[config.mk]
export PLATFORM = sky130hd
export DESIGN_NAME = srs_speed_ref
export DESIGN_NICKNAME = d
export VERILOG_FILES = /design/src/design/srs_pkg.sv /design/src/design/srs_speed_ref.sv
export VERILOG_INCLUDE_DIRS = /design/src /design/src/design
export SDC_FILE = /design/constraint.sdc
export NUM_CORES = 2
export LEC_CHECK = 0
export ABC_CLOCK_PERIOD_IN_PS = 232900
export BUFFER_PORTS_ARGS = -buffer_cell sky130_fd_sc_hd__buf_2
export CORE_MARGIN = 1.5
export CORE_UTILIZATION = 60
export CTS_BUF_LIST = sky130_fd_sc_hd__clkbuf_4 sky130_fd_sc_hd__clkbuf_8 sky130_fd_sc_hd__clkbuf_16
export CTS_CLUSTER_DIAMETER = 40
export DETAILED_ROUTE_END_ITERATION = 12
export PLACE_DENSITY = 0.74
export SETUP_SLACK_MARGIN = 0.1
export SKIP_LAST_GASP = 1
export SLEW_MARGIN = 30
export SYNTH_ARGS = -nofsm -noshare
export SYNTH_HDL_FRONTEND = slang
export SYNTH_SLANG_ARGS = --single-unit
[constraint.sdc]
create_clock -name hclk -period 232.9 [get_ports hclk]
set_input_delay 11.645 -clock hclk [delete_from_list [all_inputs] [get_ports hclk]]
set_output_delay 11.645 -clock hclk [all_outputs]
set_load 0.02 [all_outputs]
[src/design/srs_speed_ref_cfg.svh]
// Register map, reset values and timing for the speed reference block.
// Assumes a 32-bit AHB-Lite bus and a 100 MHz hclk.
`ifndef SRS_SPEED_REF_CFG_SVH
`define SRS_SPEED_REF_CFG_SVH

// ----------------------------------------------------------------------
// Register byte offsets
// ----------------------------------------------------------------------
`define SRS_A_PRESET_BASE 8'h00
`define SRS_A_MIN_LIMIT   8'h20
`define SRS_A_MAX_LIMIT   8'h24
`define SRS_A_SRC_SEL     8'h28
`define SRS_A_FUNC_LO     8'h2c
`define SRS_A_FUNC_HI     8'h30
`define SRS_A_POLARITY    8'h34
`define SRS_A_CMD_WORD    8'h38
`define SRS_A_NET_REF     8'h3c
`define SRS_A_RATED_FREQ  8'h40
`define SRS_A_STATUS      8'h44
`define SRS_A_RAMP_REF    8'h48
`define SRS_A_FEEDBACK    8'h4c
`define SRS_A_EP_REF      8'h50
`define SRS_A_CTRL        8'h54

// ----------------------------------------------------------------------
// Field positions
// ----------------------------------------------------------------------
`define SRS_CMD_ENABLE    1
`define SRS_CMD_CW        2
`define SRS_CMD_REMOTE    4
`define SRS_CTRL_LOAD     0
`define SRS_CTRL_ALT50    1

// ----------------------------------------------------------------------
// Codes
// ----------------------------------------------------------------------
`define SRS_SRC_CODE_EP   4'h7
`define SRS_SRC_CODE_MS   4'h8
`define SRS_SRC_CODE_NET  4'h9
`define SRS_FN_EP_INC_A   8'h0b
`define SRS_FN_EP_INC_B   8'h21
`define SRS_FN_EP_DEC_A   8'h0c
`define SRS_FN_EP_DEC_B   8'h22
`define SRS_FN_MULTISPEED 8'h0d

// ----------------------------------------------------------------------
// Values in 0.1 Hz units, except the 13-bit scaling constants
// ----------------------------------------------------------------------
`define SRS_SPD_MAX       16'sh1388
`define SRS_SPD_MIN       16'shec78
`define SRS_SCALE_SHIFT   13
`define SRS_SCALE_UNITY   32'sh0000_2000
`define SRS_DEF60         {16'h0294, 16'h0258, 16'h01f4, 16'h0190, \
                           16'h012c, 16'h00c8, 16'h0064, 16'h001e}
`define SRS_DEF50         {16'h0226, 16'h01f4, 16'h0190, 16'h012c, \
                           16'h00c8, 16'h0064, 16'h0032, 16'h001e}
`define SRS_DEF_MIN       16'h001e
`define SRS_DEF_MAX60     16'h0294
`define SRS_DEF_MAX50     16'h0226
`define SRS_DEF_RATED60   16'h0258
`define SRS_DEF_RATED50   16'h01f4

// ----------------------------------------------------------------------
// Timing
// ----------------------------------------------------------------------
`define SRS_CLK_PERIOD_NS 10
`define SRS_EP_STEP_NS    10000000

`endif

[src/design/srs_pkg.sv]
// Types shared by the speed reference block.
// Assumes the configuration header is compiled alongside.
package srs_pkg;

    // ------------------------------------------------------------------
    // Types
    // ------------------------------------------------------------------
    typedef logic signed [15:0] srs_spd_t;

    typedef struct packed {
        logic fault;
        logic automatic_mode;
        logic undervoltage;
        logic inching_run;
        logic enabled;
        logic running;
        logic alarm;
        logic ramp2;
        logic quick_stop;
    } srs_core_s;

    typedef struct packed {
        logic [7:0] addr;
        logic       wr;
        logic       rd;
    } srs_ahb_ph_s;

    typedef enum logic [1:0] {
        SRS_SRC_ZERO,
        SRS_SRC_EP,
        SRS_SRC_MULTI,
        SRS_SRC_NET
    } srs_src_e;

endpackage

[src/design/srs_speed_ref.sv]
// Speed reference selection and drive status word, AHB-Lite slave.
// Assumes digital inputs are asynchronous pins; core flags share hclk.
//
// Register access over AHB-Lite and the register offsets are this design's own decisions.
`timescale 1ns/1ps
`include "srs_speed_ref_cfg.svh"

// Overview of operation
// - Three selector inputs pick one of eight preset speed levels.
// - Open inputs select level one; 0 V is one; first group is MSB.
// - Negative preset reverses direction requested by command bit 2.
// - MSB selector assigned to more than one candidate raises conflict.
// - Each preset holds a signed -500.0 to +500.0 Hz value, 0.1 Hz steps.
// - Levels three to eight default 20..66 Hz, or 10..55 Hz alternate.
// - Potentiometer reference active when local source, or in remote mode the remote source, is code 7.
// - Inputs coded 11 or 33 raise, 12 or 34 lower the potentiometer.
// - Both potentiometer inputs while disabled reset the potentiometer.
// - 13-bit speed is signed 16-bit; 8192 equals rated frequency.
// - Network references and speed feedback use the 13-bit scaling.
// - One 16-bit status word, readable by all, writable by none.
// - Bits 0-3 reserved; bit 4 quick stop; bit 5 second ramp.
// - Bit 6 shows conflict state; enabling is refused meanwhile.
// - Bit 7 alarm; bit 15 any fault registered.
// - Bit 8 running per reference; bit 9 fully enabled.
// - Bit 10 clockwise rotation; bit 11 inching active.
// - Bit 12 remote mode; bit 13 undervoltage.
// - Bit 14 process controller in automatic mode.
// - Ramp input reference is clamped between minimum and maximum limits.
// - Command bit 2 set means clockwise; cleared means opposite.
module srs_speed_ref import srs_pkg::*; #(
    parameter int unsigned EP_STEP_CYC = `SRS_EP_STEP_NS / `SRS_CLK_PERIOD_NS
) (
    input  wire logic        hclk,
    input  wire logic        hresetn,
    input  wire logic        hsel,
    input  wire logic [31:0] haddr,
    input  wire logic [1:0]  htrans,
    input  wire logic        hwrite,
    input  wire logic [2:0]  hsize,
    input  wire logic [31:0] hwdata,
    input  wire logic        hready,
    output logic      [31:0] hrdata,
    output logic             hreadyout,
    output logic             hresp,
    input  wire logic [7:0]  digital_input,
    input  wire srs_core_s   core_flags,
    input  wire srs_spd_t    output_freq,
    output srs_spd_t         ramp_ref,
    output logic             run_cw,
    output logic             drive_enable,
    output logic             config_conflict_state,
    output logic      [15:0] drive_status_word
);

    // ------------------------------------------------------------------
    // Helper functions
    // ------------------------------------------------------------------
    function automatic srs_spd_t sat500(input logic signed [31:0] v);
        if (v > 32'(`SRS_SPD_MAX))
            sat500 = `SRS_SPD_MAX;
        else if (v < 32'(`SRS_SPD_MIN))
            sat500 = `SRS_SPD_MIN;
        else
            sat500 = v[15:0];
    endfunction

    function automatic logic [15:0] lim(input logic [15:0] m, input logic [15:0] lo,
                                        input logic [15:0] hi);
        if (m > hi)
            lim = hi;
        else if (m < lo)
            lim = lo;
        else
            lim = m;
    endfunction

    function automatic logic [1:0] group_cnt(input logic [7:0] f0, input logic [7:0] f1);
        group_cnt = {1'b0, f0 == `SRS_FN_MULTISPEED} + {1'b0, f1 == `SRS_FN_MULTISPEED};
    endfunction

    // ------------------------------------------------------------------
    // Input synchroniser
    // ------------------------------------------------------------------
    logic [7:0] din_meta_r;
    logic [7:0] din_sync_r;

    always_ff @(posedge hclk or negedge hresetn) begin
        if (!hresetn) begin
            din_meta_r <= 8'hff;
            din_sync_r <= 8'hff;
        end else begin
            din_meta_r <= digital_input;
            din_sync_r <= din_meta_r;
        end
    end

    // ------------------------------------------------------------------
    // Register state
    // ------------------------------------------------------------------
    srs_ahb_ph_s ph_r, ph_nxt;
    logic [31:0] hrdata_r, hrdata_nxt;
    logic        hready_r, hready_nxt;
    srs_spd_t    preset_r [8];
    srs_spd_t    preset_nxt [8];
    logic [15:0] min_r, min_nxt, max_r, max_nxt, rated_r, rated_nxt;
    logic [7:0]  src_r, src_nxt;
    logic [7:0]  fn_r [8];
    logic [7:0]  fn_nxt [8];
    logic        pol_r, pol_nxt, alt_r, alt_nxt;
    logic [15:0] cmd_r, cmd_nxt;
    srs_spd_t    net_r, net_nxt;
    logic [127:0] defs;
    srs_spd_t    ep_r, ramp_r, fb_r;
    logic [15:0] status_r;

    // Default set chosen by the same ctrl write
    assign defs = hwdata[`SRS_CTRL_ALT50] ? `SRS_DEF50 : `SRS_DEF60;

    always_comb begin
        ph_nxt     = ph_r;
        hready_nxt = 1'b1;
        hrdata_nxt = hrdata_r;
        preset_nxt = preset_r;
        min_nxt    = min_r;
        max_nxt    = max_r;
        rated_nxt  = rated_r;
        src_nxt    = src_r;
        fn_nxt     = fn_r;
        pol_nxt    = pol_r;
        alt_nxt    = alt_r;
        cmd_nxt    = cmd_r;
        net_nxt    = net_r;
        if (hready_r) begin
            ph_nxt.addr = haddr[7:0];
            ph_nxt.wr   = hsel && htrans[1] && hready && hwrite;
            ph_nxt.rd   = hsel && htrans[1] && hready && !hwrite;
            // Reads take one wait state so the data comes from a flop
            hready_nxt  = !ph_nxt.rd;
        end
        if (ph_r.rd && !hready_r) begin
            ph_nxt.rd  = 1'b0;
            hrdata_nxt = 32'h0000_0000;
            case (ph_r.addr)
                `SRS_A_MIN_LIMIT:  hrdata_nxt[15:0] = min_r;
                `SRS_A_MAX_LIMIT:  hrdata_nxt[15:0] = max_r;
                `SRS_A_SRC_SEL:    hrdata_nxt[7:0]  = src_r;
                `SRS_A_FUNC_LO:    hrdata_nxt = {fn_r[3], fn_r[2], fn_r[1], fn_r[0]};
                `SRS_A_FUNC_HI:    hrdata_nxt = {fn_r[7], fn_r[6], fn_r[5], fn_r[4]};
                `SRS_A_POLARITY:   hrdata_nxt[0]    = pol_r;
                `SRS_A_CMD_WORD:   hrdata_nxt[15:0] = cmd_r;
                `SRS_A_NET_REF:    hrdata_nxt[15:0] = net_r;
                `SRS_A_RATED_FREQ: hrdata_nxt[15:0] = rated_r;
                `SRS_A_STATUS:     hrdata_nxt[15:0] = status_r;
                `SRS_A_RAMP_REF:   hrdata_nxt[15:0] = ramp_r;
                `SRS_A_FEEDBACK:   hrdata_nxt[15:0] = fb_r;
                `SRS_A_EP_REF:     hrdata_nxt[15:0] = ep_r;
                `SRS_A_CTRL:       hrdata_nxt[`SRS_CTRL_ALT50] = alt_r;
                default: begin
                    for (int i = 0; i < 8; i++) begin
                        if (ph_r.addr == `SRS_A_PRESET_BASE + 8'(i * 4))
                            hrdata_nxt[15:0] = preset_r[i];
                    end
                end
            endcase
        end
        if (ph_r.wr) begin
            ph_nxt.wr = hready_r ? ph_nxt.wr : 1'b0;
            case (ph_r.addr)
                `SRS_A_MIN_LIMIT:  min_nxt   = lim(hwdata[15:0], 16'h0000, `SRS_SPD_MAX);
                `SRS_A_MAX_LIMIT:  max_nxt   = lim(hwdata[15:0], 16'h0000, `SRS_SPD_MAX);
                `SRS_A_SRC_SEL:    src_nxt   = hwdata[7:0];
                `SRS_A_FUNC_LO:    {fn_nxt[3], fn_nxt[2], fn_nxt[1], fn_nxt[0]} = hwdata;
                `SRS_A_FUNC_HI:    {fn_nxt[7], fn_nxt[6], fn_nxt[5], fn_nxt[4]} = hwdata;
                `SRS_A_POLARITY:   pol_nxt   = hwdata[0];
                `SRS_A_CMD_WORD:   cmd_nxt   = hwdata[15:0];
                `SRS_A_NET_REF:    net_nxt   = hwdata[15:0];
                `SRS_A_RATED_FREQ: rated_nxt = hwdata[15:0];
                `SRS_A_CTRL: begin
                    alt_nxt = hwdata[`SRS_CTRL_ALT50];
                    if (hwdata[`SRS_CTRL_LOAD]) begin
                        for (int i = 0; i < 8; i++) begin
                            preset_nxt[i] = defs[16 * i +: 16];
                        end
                        min_nxt   = `SRS_DEF_MIN;
                        max_nxt   = hwdata[`SRS_CTRL_ALT50] ? `SRS_DEF_MAX50 : `SRS_DEF_MAX60;
                        rated_nxt = hwdata[`SRS_CTRL_ALT50] ? `SRS_DEF_RATED50
                                                             : `SRS_DEF_RATED60;
                    end
                end
                default: begin
                    for (int i = 0; i < 8; i++) begin
                        if (ph_r.addr == `SRS_A_PRESET_BASE + 8'(i * 4))
                            preset_nxt[i] = sat500(32'(signed'(hwdata[15:0])));
                    end
                end
            endcase
        end
    end

    always_ff @(posedge hclk or negedge hresetn) begin
        if (!hresetn) begin
            ph_r     <= '0;
            hready_r <= 1'b1;
            hrdata_r <= 32'h0000_0000;
            for (int i = 0; i < 8; i++) begin
                preset_r[i] <= 16'(`SRS_DEF60 >> (16 * i));
                fn_r[i]     <= 8'h00;
            end
            min_r   <= `SRS_DEF_MIN;
            max_r   <= `SRS_DEF_MAX60;
            rated_r <= `SRS_DEF_RATED60;
            src_r   <= 8'h00;
            pol_r   <= 1'b0;
            alt_r   <= 1'b0;
            cmd_r   <= 16'h0000;
            net_r   <= 16'h0000;
        end else begin
            ph_r       <= ph_nxt;
            hready_r   <= hready_nxt;
            hrdata_r   <= hrdata_nxt;
            preset_r   <= preset_nxt;
            fn_r       <= fn_nxt;
            min_r      <= min_nxt;
            max_r      <= max_nxt;
            rated_r    <= rated_nxt;
            src_r      <= src_nxt;
            pol_r      <= pol_nxt;
            alt_r      <= alt_nxt;
            cmd_r      <= cmd_nxt;
            net_r      <= net_nxt;
        end
    end

    // ------------------------------------------------------------------
    // Selector, potentiometer and reference path
    // ------------------------------------------------------------------
    logic [7:0] act;
    logic [2:0] level;
    logic       conflict, remote, ep_inc, ep_dec;
    logic [3:0] src_code;
    srs_src_e   src;
    srs_spd_t   sel_ref;

    always_comb begin
        act = pol_r ? din_sync_r : ~din_sync_r;
        // Inputs one, two, five, six feed the top bit
        level[2] = |{act[0] && fn_r[0] == `SRS_FN_MULTISPEED,
                     act[1] && fn_r[1] == `SRS_FN_MULTISPEED,
                     act[4] && fn_r[4] == `SRS_FN_MULTISPEED,
                     act[5] && fn_r[5] == `SRS_FN_MULTISPEED};
        level[1] = |{act[2] && fn_r[2] == `SRS_FN_MULTISPEED,
                     act[6] && fn_r[6] == `SRS_FN_MULTISPEED};
        level[0] = |{act[3] && fn_r[3] == `SRS_FN_MULTISPEED,
                     act[7] && fn_r[7] == `SRS_FN_MULTISPEED};
        conflict = (3'(group_cnt(fn_r[0], fn_r[1])) +
                    3'(group_cnt(fn_r[4], fn_r[5]))) > 3'd1;
        ep_inc = 1'b0;
        ep_dec = 1'b0;
        for (int i = 0; i < 8; i++) begin
            ep_inc |= act[i] && (fn_r[i] == `SRS_FN_EP_INC_A ||
                                 fn_r[i] == `SRS_FN_EP_INC_B);
            ep_dec |= act[i] && (fn_r[i] == `SRS_FN_EP_DEC_A ||
                                 fn_r[i] == `SRS_FN_EP_DEC_B);
        end
        remote   = cmd_r[`SRS_CMD_REMOTE];
        src_code = remote ? src_r[7:4] : src_r[3:0];
        case (src_code)
            `SRS_SRC_CODE_EP:  src = SRS_SRC_EP;
            `SRS_SRC_CODE_MS:  src = SRS_SRC_MULTI;
            `SRS_SRC_CODE_NET: src = SRS_SRC_NET;
            default:           src = SRS_SRC_ZERO;
        endcase
        case (src)
            SRS_SRC_EP:    sel_ref = ep_r;
            SRS_SRC_MULTI: sel_ref = preset_r[level];
            SRS_SRC_NET:   sel_ref = sat500((32'(net_r) * 32'(signed'({1'b0, rated_r[14:0]})))
                                            >>> `SRS_SCALE_SHIFT);
            default:       sel_ref = 16'h0000;
        endcase
    end

    // Potentiometer
    srs_spd_t    ep_nxt;
    logic [31:0] ep_cnt_r, ep_cnt_nxt;

    always_comb begin
        ep_nxt     = ep_r;
        ep_cnt_nxt = ep_cnt_r;
        if (ep_inc && ep_dec) begin
            ep_cnt_nxt = 32'd0;
            if (!core_flags.enabled)
                ep_nxt = 16'h0000;
        end else if (ep_inc || ep_dec) begin
            ep_cnt_nxt = ep_cnt_r + 32'd1;
            if (ep_cnt_r >= EP_STEP_CYC - 1) begin
                ep_cnt_nxt = 32'd0;
                if (ep_inc && ep_r < max_r)
                    ep_nxt = ep_r + 16'sd1;
                else if (ep_dec && ep_r > 16'sd0)
                    ep_nxt = ep_r - 16'sd1;
            end
        end else begin
            ep_cnt_nxt = 32'd0;
        end
    end

    // Output stage
    srs_spd_t    ramp_nxt, fb_nxt;
    logic        cw_r, cw_nxt, en_r, en_nxt, config_conflict_state_r;
    logic [15:0] status_nxt, mag;
    logic signed [31:0] fb_full;

    always_comb begin
        mag      = sel_ref[15] ? 16'(-sel_ref) : sel_ref;
        ramp_nxt = lim(mag, min_r, max_r);
        cw_nxt   = cmd_r[`SRS_CMD_CW] ^ sel_ref[15];
        en_nxt   = cmd_r[`SRS_CMD_ENABLE] && !conflict;
        // Zero rated frequency divides by one instead
        fb_full  = (32'(output_freq) * `SRS_SCALE_UNITY) /
                   32'(signed'({1'b0, (rated_r[14:0] == 15'h0000) ? 15'h0001
                                                                  : rated_r[14:0]}));
        fb_nxt   = (fb_full > 32'sh7fff) ? 16'sh7fff :
                   (fb_full < -32'sh8000) ? 16'sh8000 : fb_full[15:0];
        status_nxt        = 16'h0000;
        status_nxt[4]     = core_flags.quick_stop;
        status_nxt[5]     = core_flags.ramp2;
        status_nxt[6]     = conflict;
        status_nxt[7]     = core_flags.alarm;
        status_nxt[8]     = core_flags.running;
        status_nxt[9]     = core_flags.enabled;
        status_nxt[10]    = cw_nxt;
        status_nxt[11]    = core_flags.inching_run;
        status_nxt[12]    = remote;
        status_nxt[13]    = core_flags.undervoltage;
        status_nxt[14]    = core_flags.automatic_mode;
        status_nxt[15]    = core_flags.fault;
    end

    always_ff @(posedge hclk or negedge hresetn) begin
        if (!hresetn) begin
            ep_r     <= 16'h0000;
            ep_cnt_r <= 32'd0;
            ramp_r   <= 16'h0000;
            fb_r     <= 16'h0000;
            cw_r     <= 1'b0;
            en_r     <= 1'b0;
            config_conflict_state_r   <= 1'b0;
            status_r <= 16'h0000;
        end else begin
            ep_r     <= ep_nxt;
            ep_cnt_r <= ep_cnt_nxt;
            ramp_r   <= ramp_nxt;
            fb_r     <= fb_nxt;
            cw_r     <= cw_nxt;
            en_r     <= en_nxt;
            config_conflict_state_r   <= conflict;
            status_r <= status_nxt;
        end
    end

    assign hrdata                = hrdata_r;
    assign hreadyout             = hready_r;
    assign hresp                 = 1'b0;
    assign ramp_ref              = ramp_r;
    assign run_cw                = cw_r;
    assign drive_enable          = en_r;
    assign config_conflict_state = config_conflict_state_r;
    assign drive_status_word     = status_r;

    // ------------------------------------------------------------------
    // Assertions
    // ------------------------------------------------------------------
    property p_enable_refused;
        @(posedge hclk) disable iff (!hresetn) conflict |=> !drive_enable;
    endproperty
    a_enable_refused: assert property (p_enable_refused) else $error("enable in conflict");

    property p_config_conflict_state_bit;
        @(posedge hclk) disable iff (!hresetn)
            drive_status_word[6] == config_conflict_state;
    endproperty
    a_config_conflict_state_bit: assert property (p_config_conflict_state_bit) else $error("status bit 6 mismatch");

    property p_reserved;
        @(posedge hclk) disable iff (!hresetn) drive_status_word[3:0] == 4'h0;
    endproperty
    a_reserved: assert property (p_reserved) else $error("reserved bits set");

    property p_clamp;
        @(posedge hclk) disable iff (!hresetn)
            min_r <= max_r |=>
            ramp_ref <= $past(max_r) && ramp_ref >= $past(min_r);
    endproperty
    a_clamp: assert property (p_clamp) else $error("ramp ref out of limits");

    property p_dir;
        @(posedge hclk) disable iff (!hresetn)
            1'b1 |=> run_cw == ($past(cmd_r[`SRS_CMD_CW]) ^ $past(sel_ref[15]));
    endproperty
    a_dir: assert property (p_dir) else $error("direction wrong");

    property p_ep_reset;
        @(posedge hclk) disable iff (!hresetn)
            ep_inc && ep_dec && !core_flags.enabled |=> ep_r == 16'h0000;
    endproperty
    a_ep_reset: assert property (p_ep_reset) else $error("pot not reset");

    property p_preset_range;
        @(posedge hclk) disable iff (!hresetn)
            preset_r[level] <= `SRS_SPD_MAX && preset_r[level] >= `SRS_SPD_MIN;
    endproperty
    a_preset_range: assert property (p_preset_range) else $error("preset out of range");

    property p_remote_bit;
        @(posedge hclk) disable iff (!hresetn)
            $rose(cmd_r[`SRS_CMD_REMOTE]) |=> drive_status_word[12];
    endproperty
    a_remote_bit: assert property (p_remote_bit) else $error("remote bit late");

    property p_read_wait;
        @(posedge hclk) disable iff (!hresetn)
            hsel && htrans[1] && hready && hreadyout && !hwrite |=> !hreadyout ##1 hreadyout;
    endproperty
    a_read_wait: assert property (p_read_wait) else $error("read timing wrong");

endmodule

==> results.py <==
metrics = {
    "run_status": {
        "outcome": "finished, final reports clean",
    },
    "logic_synthesis": {
        "synth_warnings": 0,
        "synth_seq_area_share": 0.191,
        "yosys.area.top_type": "dfrtp_1",
        "yosys.cell_types.count": 131,
        "syn_area_per_cell_sq_um": 7.99,
        "synth_cells": 7153,
        "synthArstFlopShare": 1.00,
        "ys_top_cells_by_area": "dfrtp_1 (16%), ha_1 (11%), fa_1 (8.7%)",
        "yosysMostFrequentCell": "nand2_1",
        "yosysTopAreaCellShare": 0.164,
        "synth_edf_count": 0,
        "ys.flop_type": "dfrtp_1",
        "ys_ff_latch": 434,
        "synth_commonest_cells": "nand2_1 (846), nor2_1 (568), ha_1 (507)",
        "mappedNetlistArea_sq_um": 57200,
    },
    "worst_setup_path": {
        "max_stage_delay_ns": 0.80,
        "r2r_cells": 416,
        "cp-start-kind": "primary input",
        "cp_max_fo": 37,
        "critical_path_class": "in2reg",
        "end_kind": "register",
        "cp_common_cell": "a21oi_1",
        "required_ns": 233.36,
        "cpMaxStageDelayCell": "o41ai_1",
        "crit_arrival_ns": 107.82,
    },
    "timing": {
        "clock.fmax_mhz": 9.31,
        "tns_ns": 0,
        "period_minus_slack_ns": 107.36,
        "layout_setup_ws_ns": 125.54,
        "finClkSkew_ns": 0.0291,
        "rsz0062_at_grt": "false",
        "setup_viol": 0,
        "slew_headroom": 0.264,
        "slew_viol_final": 0,
        "whs_ns": 0.356,
        "hold_violations": 0,
        "fin_crit_sh": 0.461,
        "worst_pin_slew_ns": 1.10,
    },
    "placement": {
        "place_congestion": 1.02,
        "numPortBuffers": 142,
        "hpwlAfterDp_mm": 139,
        "pre_cts_ws_ns": 126.30,
    },
    "hold_path": {
        "hp-class": "reg2reg",
        "min_path_cells": 0,
    },
    "routing": {
        "drt-initial-drc-count": 5590,
        "num_vias": 55503,
        "detail_route.wirelength_mm": 187,
        "wl_per_cell_um": 21.9,
        "drc_errors": 0,
        "vias_per_cell": 6.51,
        "dr.pass1.iters": 8,
        "ant_nets": 0,
    },
    "cts": {
        "h-tree-depth": 2,
        "cts_resized": 0,
        "root_buffer": "clkbuf_16",
        "cts.clk_slew.worst_paths_ns": 0.06,
        "cts_tree": "yes",
        "ctsHoldBuffers": 0,
        "clockBufferDepth": 3,
        "cts.sink_count": 434,
        "cts_setup_buffers": 0,
        "clk-insertion-delay-late_ns": 0.65,
        "cts-buffers-inserted": 59,
    },
    "die": {
        "ioPinCount": 176,
        "die-width_um": 312,
        "die_area_sq_um": 97100,
        "row_count": 113,
        "die_y_um": 312,
        "initial_core_util": 0.603,
        "core_sq_um": 94700,
    },
    "global_routing": {
        "antenna_found_initial": 8,
        "track_usage": 0.376,
        "grt_overflow": 0,
        "grt_max_degree": 101,
        "grt_pass1_vias": 53165,
        "grt_pass1_wl_mm": 293,
    },
    "layout": {
        "area_growth_pct": 7.77,
        "layout-drive-gt1-share": 0.112,
        "post-route-util": 0.650,
        "fill_cells": 8263,
        "final_nets": 8072,
    },
    "flow_run": {
        "max_cap_viol_count": 0,
    },
}
[metrics by stage]
step / std cells / area (sq um)
floorplan: 7172 / 57200
global placement: 8411 / 59300
detailed placement: 8411 / 59300
CTS: 8523 / 61500
global route: 8530 / 61600
finish: 8532 / 61600
[worst max-delay path: cells and delay by family]
kind,cells,cell delay (ns)
xor gates and xnor gates,1,0.15
AOI/OAI and AO/OA,237,55.10
adders and majority gates,30,10.02
and+or+nand+nor,117,24.67
muxes,4,1.46
buffers and inverters,17,4.42
[registers in the layout (all words and copies together), names as in the netlist, 32 cells and up]
register,count
preset_r,128
hrdata,32
ep_cnt_r,32
fn_r,64
[layout by cell type, fill, tap and decap left out, types with 23 or more instances in the layout]
cell type  count
a21o_1       177
nor4_1        57
or2_2         49
a31oi_1       75
or3_1         71
o21a_1        72
ha_1         507
nand2_1      845
nor2b_1       66
o21bai_1      50
mux2_2       179
o22ai_1       26
clkbuf_16     61
o31ai_1       75
a211oi_1      52
and3_1        56
fa_1         248
o21ai_0      491
nor2_1       557
nor3_1       148
nand4_1       89
dfrtp_1      374
a22o_1        23
dfstp_2       60
nand3_1      199
nand2b_1     108
buf_4        123
mux2i_1       47
xor2_1       133
a22oi_1       98
o211ai_1      44
a221oi_1      35
a21oi_1      458
inv_1        461
and2_1       171
buf_2        141
a2111oi_0     25
xnor2_1      236
[final cells by class]
class	count	area, sq um	share of cell area
Clock buffer	69	1600	0.0260
Antenna cell	6	15.0	0.000244
Timing Repair Buffer	269	1710	0.0278
Sequential cell	434	10900	0.178
Tap cell	1265	1580	0.0257
Inverter	464	1740	0.0283
Multi-Input combinational cell	5982	43400	0.705
Clock inverter	43	571	0.00926
[path summary, 6_finish.rpt]
path | slack [ns] | start | endpoint
worst max-delay path | 125.54 | output_freq[0] | fb_r[3]
worst min-delay path | 0.36 | din_meta_r[6] | din_sync_r[6]
worst max register to register | 132.91 | rated_r[6] | fb_r[3]
worst min register to register | 0.36 | din_meta_r[6] | din_sync_r[6]
max in group asynchronous | 219.51 | hresetn | ep_cnt_r[12]
min in group asynchronous | 11.04 | hresetn | ep_r[11]
[layer usage]
layer	GRT usage	wire, um
met1	0.483	75300
met2	0.608	83900
met3	0.0618	15900
met4	0.201	11700
met5	0	24
[kinds of logic after synthesis]
kind of cell / synth area share
AO/OA/AOI/OAI: 0.236
XOR/XNOR: 0.0571
adder cells (fa/ha/maj): 0.198
buffers and inverters: 0.0528
flip-flops: 0.191
multiplexers: 0.0450
other: 0.0000656
AND/OR/NAND/NOR: 0.220
Power is left out: the tool's default activity adds up to more than one toggle a clock period on the data nets, which glitch-free logic cannot reach.
